[src/core/lin_regs_pkg.sv]
// constants for the lin controller register front end
// Overview of operation
// - config bit 7 enables the whole controller; zero disables it.
// - config bit 6 selects role: zero slave, one master.
// - config bit 5 picks manual (zero) or automatic (one) baud rate.
// - automatic baud bit has effect only in slave role; ignored as master.
// - config bits 4:0 read zero and ignore writes.
// - fifteen indirect byte registers at index 0x00 to 0x0E.
// - master-only bits are accessible only in master role.
// - slave-only bits accessible only in slave role; other bits always.
// - index register selects target; window register reads and writes it.
package lin_regs_pkg;
    localparam logic [7:0] CFG_ADDR = 8'hc9;
    localparam logic [7:0] INDEX_ADDR = 8'hd3;
    localparam logic [7:0] WINDOW_ADDR = 8'hd2;
    localparam logic [7:0] CFG_RESET = 8'h60;
    localparam logic [7:0] CFG_WMASK = 8'he0;
    localparam int CFG_EN_BIT = 7;
    localparam int CFG_MASTER_BIT = 6;
    localparam int CFG_AUTO_BAUD_BIT = 5;
    localparam logic [7:0] IDX_DATA_FIRST = 8'h00;
    localparam logic [7:0] IDX_DATA_LAST = 8'h07;
    localparam logic [7:0] IDX_CONTROL = 8'h08;
    localparam logic [7:0] IDX_STATUS = 8'h09;
    localparam logic [7:0] IDX_ERROR = 8'h0a;
    localparam logic [7:0] IDX_SIZE = 8'h0b;
    localparam logic [7:0] IDX_DIV = 8'h0c;
    localparam logic [7:0] IDX_MUL = 8'h0d;
    localparam logic [7:0] IDX_ID = 8'h0e;
    localparam logic [7:0] REG_RESET = 8'h00;
    // bit positions inside the control register
    localparam int CTRL_STOP_BIT = 7;
    localparam int CTRL_ACK_BIT = 4;
    localparam int CTRL_CLR_INT_BIT = 3;
    localparam int CTRL_CLR_ERR_BIT = 2;
    localparam int CTRL_WAKE_BIT = 1;
    localparam int CTRL_START_BIT = 0;
    // mode-restricted control masks, then control write-only mask, then status and error mode masks, then field masks
    localparam logic [7:0] CTRL_SLAVE_MASK = 8'hd0;
    localparam logic [7:0] CTRL_MASTER_MASK = 8'h01;
    localparam logic [7:0] CTRL_WONLY_MASK = 8'h8c;
    localparam logic [7:0] STAT_SLAVE_MASK = 8'h30;
    localparam logic [7:0] ERR_SLAVE_MASK = 8'h18;
    localparam logic [7:0] SIZE_MASK = 8'h8f;
    localparam logic [7:0] ID_MASK = 8'h3f;
    localparam logic [7:0] ERR_MASK = 8'h1f;
endpackage : lin_regs_pkg

[src/core/lin_config_and_register_map.sv]
// special function register front end of the lin controller
`timescale 1ns/100ps
module lin_config_and_register_map (
    input wire logic clk, // system clock, 125 MHz
    input wire logic nrst, // async reset, active low
    input wire logic ce, // clock enable, freezes state when low
    input wire logic [7:0] sfr_addr, // special function register address
    input wire logic sfr_wr, // write strobe, one cycle
    input wire logic sfr_rd, // read strobe, one cycle
    input wire logic [7:0] sfr_wdata, // write data
    output logic [7:0] sfr_rdata, // read data, registered
    output logic controller_enable_bit, // controller enabled
    output logic master_mode, // master role selected
    output logic auto_baud_active, // auto baud in effect
    output logic [7:0] frame_control, // control register toward engine
    output logic stop_pulse, // one-cycle stop request
    output logic clear_int_pulse, // one-cycle interrupt clear
    output logic clear_err_pulse, // one-cycle error clear
    output logic [7:0] frame_length_checksum, // size register
    output logic [7:0] baud_divider_low, // divider low byte
    output logic [7:0] baud_multiplier_prescale, // multiplier register
    output logic [7:0] frame_identifier, // identifier register
    output logic [63:0] data_bytes, // data bytes one to eight
    input wire logic [7:0] frame_status, // status from engine
    input wire logic [7:0] error_flags, // errors from engine
    input wire logic eng_clr_data_ack, // engine clears ack bit
    input wire logic eng_clr_wake_req, // engine clears wakeup request
    input wire logic eng_clr_start_req, // engine clears start request
    input wire logic eng_data_we, // engine writes a data byte
    input wire logic [2:0] eng_data_sel, // engine data byte select
    input wire logic [7:0] eng_data_wdata // engine data byte
);
    typedef struct packed {
        logic [7:0] cfg;
        logic [7:0] index;
        logic [7:0] ctrl;
        logic [7:0] size;
        logic [7:0] div;
        logic [7:0] mul;
        logic [7:0] id;
        logic [7:0] rdata;
        logic stop;
        logic clr_int;
        logic clr_err;
    } state_s;

    state_s st_reg;
    state_s st_next;
    logic [7:0] access_mask;
    logic [7:0] win_rd;
    logic [7:0] ind_val;
    logic win_wr;
    logic win_rd_hit;
    logic data_sel;
    logic [7:0] wmasked;

    lin_mode_filter u_filter (
        .index(st_reg.index),
        .master(st_reg.cfg[lin_regs_pkg::CFG_MASTER_BIT]),
        .access_mask(access_mask)
    );

    assign win_wr = sfr_wr && sfr_addr == lin_regs_pkg::WINDOW_ADDR;
    assign win_rd_hit = sfr_rd && sfr_addr == lin_regs_pkg::WINDOW_ADDR;
    assign data_sel = st_reg.index <= lin_regs_pkg::IDX_DATA_LAST;

    lin_data_buffer u_buf (
        .clk(clk),
        .nrst(nrst),
        .ce(ce),
        .sw_we(win_wr && data_sel),
        .sw_sel(st_reg.index[2:0]),
        .sw_wdata(sfr_wdata),
        .eng_we(eng_data_we),
        .eng_sel(eng_data_sel),
        .eng_wdata(eng_data_wdata),
        .bytes_flat(data_bytes)
    );

    // indirect read value before role masking
    always_comb begin
        unique case (st_reg.index)
            lin_regs_pkg::IDX_CONTROL: ind_val = st_reg.ctrl & ~lin_regs_pkg::CTRL_WONLY_MASK;
            lin_regs_pkg::IDX_STATUS: ind_val = frame_status;
            lin_regs_pkg::IDX_ERROR: ind_val = error_flags & lin_regs_pkg::ERR_MASK;
            lin_regs_pkg::IDX_SIZE: ind_val = st_reg.size;
            lin_regs_pkg::IDX_DIV: ind_val = st_reg.div;
            lin_regs_pkg::IDX_MUL: ind_val = st_reg.mul;
            lin_regs_pkg::IDX_ID: ind_val = st_reg.id;
            default: ind_val = data_sel ? data_bytes[st_reg.index[2:0]*8 +: 8] : 8'h00;
        endcase
        win_rd = ind_val & access_mask;
    end

    assign wmasked = sfr_wdata & access_mask;

    always_comb begin
        st_next = st_reg;
        st_next.stop = 1'b0;
        st_next.clr_int = 1'b0;
        st_next.clr_err = 1'b0;
        // engine clears of self-clearing bits
        if (eng_clr_data_ack) begin
            st_next.ctrl[lin_regs_pkg::CTRL_ACK_BIT] = 1'b0;
        end
        if (eng_clr_wake_req) begin
            st_next.ctrl[lin_regs_pkg::CTRL_WAKE_BIT] = 1'b0;
        end
        if (eng_clr_start_req) begin
            st_next.ctrl[lin_regs_pkg::CTRL_START_BIT] = 1'b0;
        end
        if (sfr_wr && sfr_addr == lin_regs_pkg::CFG_ADDR) begin
            st_next.cfg = sfr_wdata & lin_regs_pkg::CFG_WMASK;
        end
        if (sfr_wr && sfr_addr == lin_regs_pkg::INDEX_ADDR) begin
            st_next.index = sfr_wdata;
        end
        if (win_wr) begin
            unique case (st_reg.index)
                lin_regs_pkg::IDX_CONTROL: begin
                    // software set wins over engine clear; restricted bits keep value
                    st_next.ctrl = (st_next.ctrl & ~access_mask) | (wmasked & ~lin_regs_pkg::CTRL_WONLY_MASK);
                    st_next.stop = wmasked[lin_regs_pkg::CTRL_STOP_BIT];
                    st_next.clr_int = wmasked[lin_regs_pkg::CTRL_CLR_INT_BIT];
                    st_next.clr_err = wmasked[lin_regs_pkg::CTRL_CLR_ERR_BIT];
                end
                lin_regs_pkg::IDX_SIZE: st_next.size = sfr_wdata & lin_regs_pkg::SIZE_MASK;
                lin_regs_pkg::IDX_DIV: st_next.div = sfr_wdata;
                lin_regs_pkg::IDX_MUL: st_next.mul = sfr_wdata;
                lin_regs_pkg::IDX_ID: st_next.id = sfr_wdata & lin_regs_pkg::ID_MASK;
                default: st_next.index = st_reg.index;
            endcase
        end
        if (sfr_rd) begin
            if (sfr_addr == lin_regs_pkg::CFG_ADDR) begin
                st_next.rdata = st_reg.cfg;
            end else if (sfr_addr == lin_regs_pkg::INDEX_ADDR) begin
                st_next.rdata = st_reg.index;
            end else if (win_rd_hit) begin
                st_next.rdata = win_rd;
            end else begin
                st_next.rdata = 8'h00;
            end
        end
    end

    always_ff @(posedge clk or negedge nrst) begin
        if (!nrst) begin
            st_reg <= '0;
            st_reg.cfg <= lin_regs_pkg::CFG_RESET;
        end else if (ce) begin
            st_reg <= st_next;
        end
    end

    assign sfr_rdata = st_reg.rdata;
    assign controller_enable_bit = st_reg.cfg[lin_regs_pkg::CFG_EN_BIT];
    assign master_mode = st_reg.cfg[lin_regs_pkg::CFG_MASTER_BIT];
    assign auto_baud_active = st_reg.cfg[lin_regs_pkg::CFG_AUTO_BAUD_BIT] && !master_mode;
    assign frame_control = st_reg.ctrl;
    assign stop_pulse = st_reg.stop;
    assign clear_int_pulse = st_reg.clr_int;
    assign clear_err_pulse = st_reg.clr_err;
    assign frame_length_checksum = st_reg.size;
    assign baud_divider_low = st_reg.div;
    assign baud_multiplier_prescale = st_reg.mul;
    assign frame_identifier = st_reg.id;
endmodule : lin_config_and_register_map

[src/core/lin_mode_filter.sv]
// role-dependent access mask for one indirect register
`timescale 1ns/100ps
module lin_mode_filter (
    input wire logic [7:0] index, // indirect register index
    input wire logic master, // master role selected
    output logic [7:0] access_mask // bits reachable in current role
);
    logic [7:0] slave_bits;
    logic [7:0] master_bits;
    always_comb begin
        slave_bits = 8'h00;
        master_bits = 8'h00;
        if (index == lin_regs_pkg::IDX_CONTROL) begin
            slave_bits = lin_regs_pkg::CTRL_SLAVE_MASK;
            master_bits = lin_regs_pkg::CTRL_MASTER_MASK;
        end else if (index == lin_regs_pkg::IDX_STATUS) begin
            slave_bits = lin_regs_pkg::STAT_SLAVE_MASK;
        end else if (index == lin_regs_pkg::IDX_ERROR) begin
            slave_bits = lin_regs_pkg::ERR_SLAVE_MASK;
        end
        access_mask = ~(master ? slave_bits : master_bits);
    end
endmodule : lin_mode_filter

[src/core/lin_data_buffer.sv]
// eight-byte frame data buffer shared by software and frame engine
`timescale 1ns/100ps
module lin_data_buffer (
    input wire logic clk, // system clock
    input wire logic nrst, // async reset, active low
    input wire logic ce, // clock enable
    input wire logic sw_we, // software write strobe
    input wire logic [2:0] sw_sel, // software byte select
    input wire logic [7:0] sw_wdata, // software write data
    input wire logic eng_we, // engine write strobe
    input wire logic [2:0] eng_sel, // engine byte select
    input wire logic [7:0] eng_wdata, // engine write data
    output logic [63:0] bytes_flat // all eight bytes, byte 1 lowest
);
    typedef struct packed {
        logic [7:0][7:0] mem;
    } buf_s;
    buf_s buf_reg;
    buf_s buf_next;
    always_comb begin
        buf_next = buf_reg;
        for (int i = 0; i < 8; i++) begin
            if (eng_we && eng_sel == 3'(i)) begin
                buf_next.mem[i] = eng_wdata;
            end
            // software wins a same-byte collision
            if (sw_we && sw_sel == 3'(i)) begin
                buf_next.mem[i] = sw_wdata;
            end
        end
    end
    always_ff @(posedge clk or negedge nrst) begin
        if (!nrst) begin
            buf_reg <= '0;
        end else if (ce) begin
            buf_reg <= buf_next;
        end
    end
    assign bytes_flat = buf_reg.mem;
endmodule : lin_data_buffer

[config.mk]
export PLATFORM = sky130hd
export DESIGN_NAME = lin_config_and_register_map
export DESIGN_NICKNAME = d
export VERILOG_FILES = /design/src/core/lin_regs_pkg.sv /design/src/core/lin_config_and_register_map.sv /design/src/core/lin_mode_filter.sv /design/src/core/lin_data_buffer.sv
export SDC_FILE = /design/constraint.sdc
export NUM_CORES = 1
export LEC_CHECK = 0
export BUFFER_PORTS_ARGS = -buffer_cell sky130_fd_sc_hd__buf_4
export CORE_MARGIN = 2
export CORE_UTILIZATION = 50
export DETAILED_ROUTE_END_ITERATION = 8
export PLACE_DENSITY = 0.87
export SYNTH_ARGS = -nofsm -noshare
export SYNTH_HDL_FRONTEND = slang
export SYNTH_HIERARCHICAL = 1
export SYNTH_SLANG_ARGS = --single-unit
export TNS_END_PERCENT = 1
[constraint.sdc]
create_clock -name clk -period 3.3 [get_ports clk]
set_clock_uncertainty 0.1 [all_clocks]
set_input_delay 0.165 -clock clk [delete_from_list [all_inputs] [get_ports clk]]
set_output_delay 0.165 -clock clk [all_outputs]
set_load 0.01 [all_outputs]
Word level (Yosys, flattened, before mapping). Cells that the tools add are included. W data, S select, Z words.

Register bits after elaboration: 121. Bits in latches: 0. RAM bits: 0. Memory bits (read-only): 0. Input port bits: 52. Output and inout bits: 118. Word-level logic and storage cells: 142. Memories kept: 0.

Add/subtract/negate cells: 0. Multiply operators: 0. Div/mod/pow operators: 0. $lt $le $gt $ge: 1. Eq/ne operators: 25. Shift-type cells: 1. Muxes and demuxes: 39. Bitwise logic cells: 6. Reduce and logical (&&, ||, !) cells: 50.

Operators with widths (count): $mux W8 (29); $shiftx A64 B7 Y8 (1); $eq A8 B4 Y1 const B (7); $pmux W8 S7 (1); $mux W48 (1); $and A8 B8 Y8 (3); $eq A3 B3 Y1 const B (8); $eq A8 B8 Y1 const B (3); $logic_and A1 B1 Y1 (22); $reduce_and A2 Y1 (11); $not A8 Y8 (2); $reduce_bool A2 Y1 (8); $reduce_and A3 Y1 (5); $eq A3 B2 Y1 const B (4); $le A8 B3 Y1 const B (1); $or A8 B7 Y8 (1); $eq A3 B1 Y1 const B (2); $logic_not A3 Y1 (2); $mux W3 (2); $mux W6 (1); $mux W5 (1); $reduce_or A5 Y1 (1); $mux W1 (4); $ne A2 B2 Y1 const B (1); $logic_not A1 Y1 (1).

Longest topological paths before layout.
Depth in word-level cells: 11. Mapped depth: 8. Mapped depth without buffers: 6.

By module. The synthesis kept the hierarchy.

Modules (own cells, without submodules): lin_config_and_register_map (instances 1, cells each 345, area each 3852.4 sq um, sequential area each 1428.9 sq um); lin_data_buffer (instances 1, cells each 274, area each 3022.9 sq um, sequential area each 1601.5 sq um); lin_mode_filter (instances 1, cells each 14, area each 105.1 sq um, sequential area each 0.0 sq um).

Worst setup path after synthesis. OpenSTA, ideal clock, no wires.

Path type: reg2reg. Start point: reg st_reg[56] in the netlist's numbering. End point: reg u_buf.buf_reg (netlist bit u_buf/bytes_flat[0]). Setup time: 126 ps. Arrival time: 2592 ps. Required time: 3074 ps. Slack: 482 ps. Stages on the path, launching flop included: 9. Buffers on the path: 2. Clock period less this slack: 2818 ps. Cells stage by stage: dfrtp_1 > nor3_2 > nand3_1 > nor4bb_1 > or4b_1 > buf_2 > and2_4 > buf_6 > a221o_1.

Word-level cells in the longest chain between the ends: 5. Elaborated cells on any way between the ends: 6. Classes of those cells: order compare: 1; mux: 1; reduce/logical: 4.

RTL lines: from (decl) (RTL line lin_config_and_register_map.sv:47) `state_s st_reg;`; from (signal assigned) (RTL line lin_config_and_register_map.sv:152) `st_reg <= st_next;`; $le A8 B3 Y1 (*) (RTL line lin_config_and_register_map.sv:65) `assign data_sel = st_reg.index <= lin_regs_pkg::IDX_DATA_LAST;`; $logic_and A1 B1 Y1 (*) (RTL line lin_config_and_register_map.sv:71) `.sw_we(win_wr && data_sel),`; $logic_and A1 B1 Y1 (*) (RTL line lin_data_buffer.sv:27) `if (sw_we && sw_sel == 3'(i)) begin`; $reduce_bool A2 Y1 (no line); $reduce_and A2 Y1 (no line); to (signal assigned) (RTL line lin_data_buffer.sv:36) `buf_reg <= buf_next;`; to (decl) (RTL line lin_data_buffer.sv:18) `buf_s buf_reg;`.

Mark *: on every way between the ends. The rest lies on a longest branch, timed or not. A chain may end at the register's enable or synchronous reset.

Worst setup path in the final report.
Start point: reg st_reg[56] in the netlist's numbering. End point: reg u_buf.buf_reg (netlist bit u_buf/bytes_flat[41]).

The elaborated chain is that of the path after synthesis.

==> results by group <==
Synth
  • Largest cells by area after synthesis: dfrtp_1 43%, a221o_1 9.5%, mux2_2 7.6%
  • Post-synthesis sequential area ratio: 43.4%
  • Share of the synthesized area in the top cell type: 42.7%
  • Post-synth EDFFs: 0
  • Yosys cell types: 64
  • Async S/R FF share, synth: 100%
  • Post-synth top area cell: dfrtp_1
  • Post-synthesis cell count: 633
  • Cell Area, Synth: 0.00698 mm2
  • Post-synthesis register bit count: 121
  • Mapped Avg Cell Area: 11.0 um2
  • Yosys warns: 6
  • Ys flop type: dfrtp_1

Global route
  • Initial antenna violation count: 0
  • Vias in the first global route: 5920
  • Largest net degree at the start of global routing: 73
  • Overall Global Routing Usage: 30.0%
  • Total grt overflow: 0
  • First-pass GRT wire length: 33.1 mm

Drt
  • Vias: 5980
  • Detailed Route WL: 22.0 mm
  • DRT Pass-1 Iters: 5
  • Antenna viol nets, final: 0
  • Detailed Route Iter0 Violations: 556
  • Vias per inst: 6.40
  • Routed WL per cell: 23.5 um
  • DRC violations left: 0

Final layout
  • Commonest non-fill, non-tap cells in the layout: 171 x buf_4, 117 x dfrtp_1, 70 x nor2_1
  • Commonest non-fill, non-tap cell in the layout: buf_4
  • Core Util, Final: 62.8%
  • Layout Nets: 794
  • Largest register FFs: 64
  • Non-filler instance count after layout: 935
  • N_diodes: 0
  • Layout cells sized above 1: 38.9%
  • Layout Area Growth over Synthesis: 23.9%
  • Final instance area: 0.00865 mm2

Die
  • Starting density of the core: 50.7%
  • Core ar.: 0.0138 mm2
  • Die X: 122 um
  • Die height: 122 um
  • Row count: 43
  • Die ar.: 0.0149 mm2
  • IO Count: 170

Min path
  • Hold Path Stages: 5
  • Hold Path Class: input port to flop

Clocking
  • Htree depth: 4
  • Worst-path clk slew: 0.06 ns
  • CTS Buf Count: 17
  • Clk_lat worst skew: 0.42 ns
  • CTS tree: done
  • Clock tree sinks: 121
  • Clock Tree Root: clkbuf_16
  • Max clock buf depth: 2

Critical path
  • Cell family with most CP delay: simple AND/OR/NAND/NOR gates
  • R2R Setup Slk: 0.27 ns
  • CP Launch Type: flop
  • Critical path startpoint: st_reg[56]
  • CP Class: flop to flop
  • Slowest stage delay, CP: 0.49 ns
  • Max stage delay cell, worst path: and2_0
  • Worst path buffer plus inverter count: 1
  • Worst setup endpoint: u_buf/bytes_flat[41]
  • CP Data Arrival Time: 3.22 ns
  • WP data required: 3.49 ns
  • R2R cell count: 7
  • CP endpoint kind: flop
  • Reg-to-Reg Start: st_reg[56]
  • Reg2reg end: u_buf/bytes_flat[41]
  • Crit-path cells: nor3_2, nand3_1, nor4bb_2, buf_4, nand4b_2, and2_0, a221o_1
  • Largest fanout on the critical path: 15
  • Number of cells on the critical path: 7

Placement
  • Place WS: 0.388 ns
  • Gpl congestion: 0.873
  • Final HPWL DP: 15.3 mm
  • Area after DPL: 0.00794 mm2
  • I/O Buffers: 161
  • Dpl cells: 894

Timing
  • RSZ-0062 raised after global routing: false
  • Fin crit period: 3.03 ns
  • Final setup fails: 0
  • Setup_tns: 0 ns
  • Final Worst Setup Slack: 0.274 ns
  • Max-slew violation count: 0
  • Final hold vios: 0
  • Worst-Margin Slew: 0.948 ns
  • Fin crit share: 91.7%
  • Max Freq: 330 MHz
  • Rel. slew slack: 36.8%

Pwr
  • Lkg Pwr: 0.00398 uW
  • Peak supply drop: 354 uV
  • Cell area power density: 539 mW/mm2

Run
  • Max_cap viols: 0

Outcome
  • Outcome: finished, final reports clean
==> worst min path at each step <==
stage,from,to
6_report,error_flags[4],sfr_rdata[4]
5_1_grt,error_flags[4],sfr_rdata[4]
4_1_cts,error_flags[4],sfr_rdata[4]
3_5_place_dp,nrst,stop_pulse
3_3_place_gp,nrst,stop_pulse
2_1_floorplan,nrst,async pin
==> final cells by class <==
type	instances	area, um2
clock buffers	22	474
clock inverters	10	140
fillers	1107	5120
inverters	6	22.5
multi-input cells	414	3340
flip-flops and latches	121	3030
well taps	180	225
repair buffers	182	1410
==> cell usage after synthesis (4+ instances only) <==
| master | instances |
|---|---|
| nor2_1 | 70 |
| buf_1 | 9 |
| a221o_1 | 66 |
| mux2_2 | 47 |
| o21ai_0 | 15 |
| buf_6 | 4 |
| nor4bb_1 | 5 |
| buf_2 | 12 |
| inv_1 | 6 |
| nand4bb_1 | 4 |
| a21oi_1 | 17 |
| o21ai_1 | 7 |
| nand2_1 | 28 |
| nor2b_1 | 6 |
| and4b_1 | 6 |
| and2_1 | 12 |
| mux4_2 | 15 |
| dfrtp_1 | 119 |
| mux2i_1 | 18 |
| o211ai_1 | 4 |
| buf_4 | 54 |
| and2_0 | 4 |
| nand3_1 | 18 |
| and4_1 | 5 |
| clkbuf_1 | 17 |
==> logic make-up (layout without fill, tap and decap cells) <==
kind of cell / count (synthesis) / after routing / synth area share [%]
AO/OA/AOI/OAI: 131 / 131 / 15.4
buffers and inverters: 103 / 220 / 9.11
flip-flops: 121 / 121 / 43.4
multiplexers: 80 / 80 / 15.0
other: 2 / 7 / 0.108
AND/OR/NAND/NOR: 196 / 196 / 17.0
==> tightest hold or removal path, stage by stage <==
cell,delay (ns)
buf_4,0.11
nand2_1,0.06
a221oi_1,0.07
nand3_1,0.08
a21oi_1,0.06
==> per-layer routing <==
layer | global-route usage, % | up-vias | routed length [um]
met5 | 0 | - | 0
met2 | 49.2 | 412 | 10500
met1 | 37.2 | 2951 | 8370
li1 | - | 2554 | -
met4 | 13.8 | 0 | 816
met3 | 8.01 | 63 | 2280
==> through the flow <==
step / power (uW) / hold slack, ns
2_1_floorplan: 2240 / -0.231
3_3_place_gp: 2710 / 0.246
3_5_place_dp: 2740 / 0.258
4_1_cts: 4670 / 0.0554
5_1_grt: 4820 / 0.0813
6_report: 4660 / 0.0694
==> timing repair <==
item	4_1_cts	5_1_grt
gates resized for setup	0	0
hold buffers	9	0
setup endpoints to repair	0	0
endpoints found under the hold margin	114	0
buffers inserted	0	0
==> where the power goes <==
group | internal [uW] | switching (uW) | leakage, uW | total [uW]
sequential | 1660 | 187 | 0.00159 | 1850
clock | 1250 | 679 | 0.000293 | 1930
combinational | 486 | 403 | 0.00210 | 889
(Power assumes the default switching activity.)
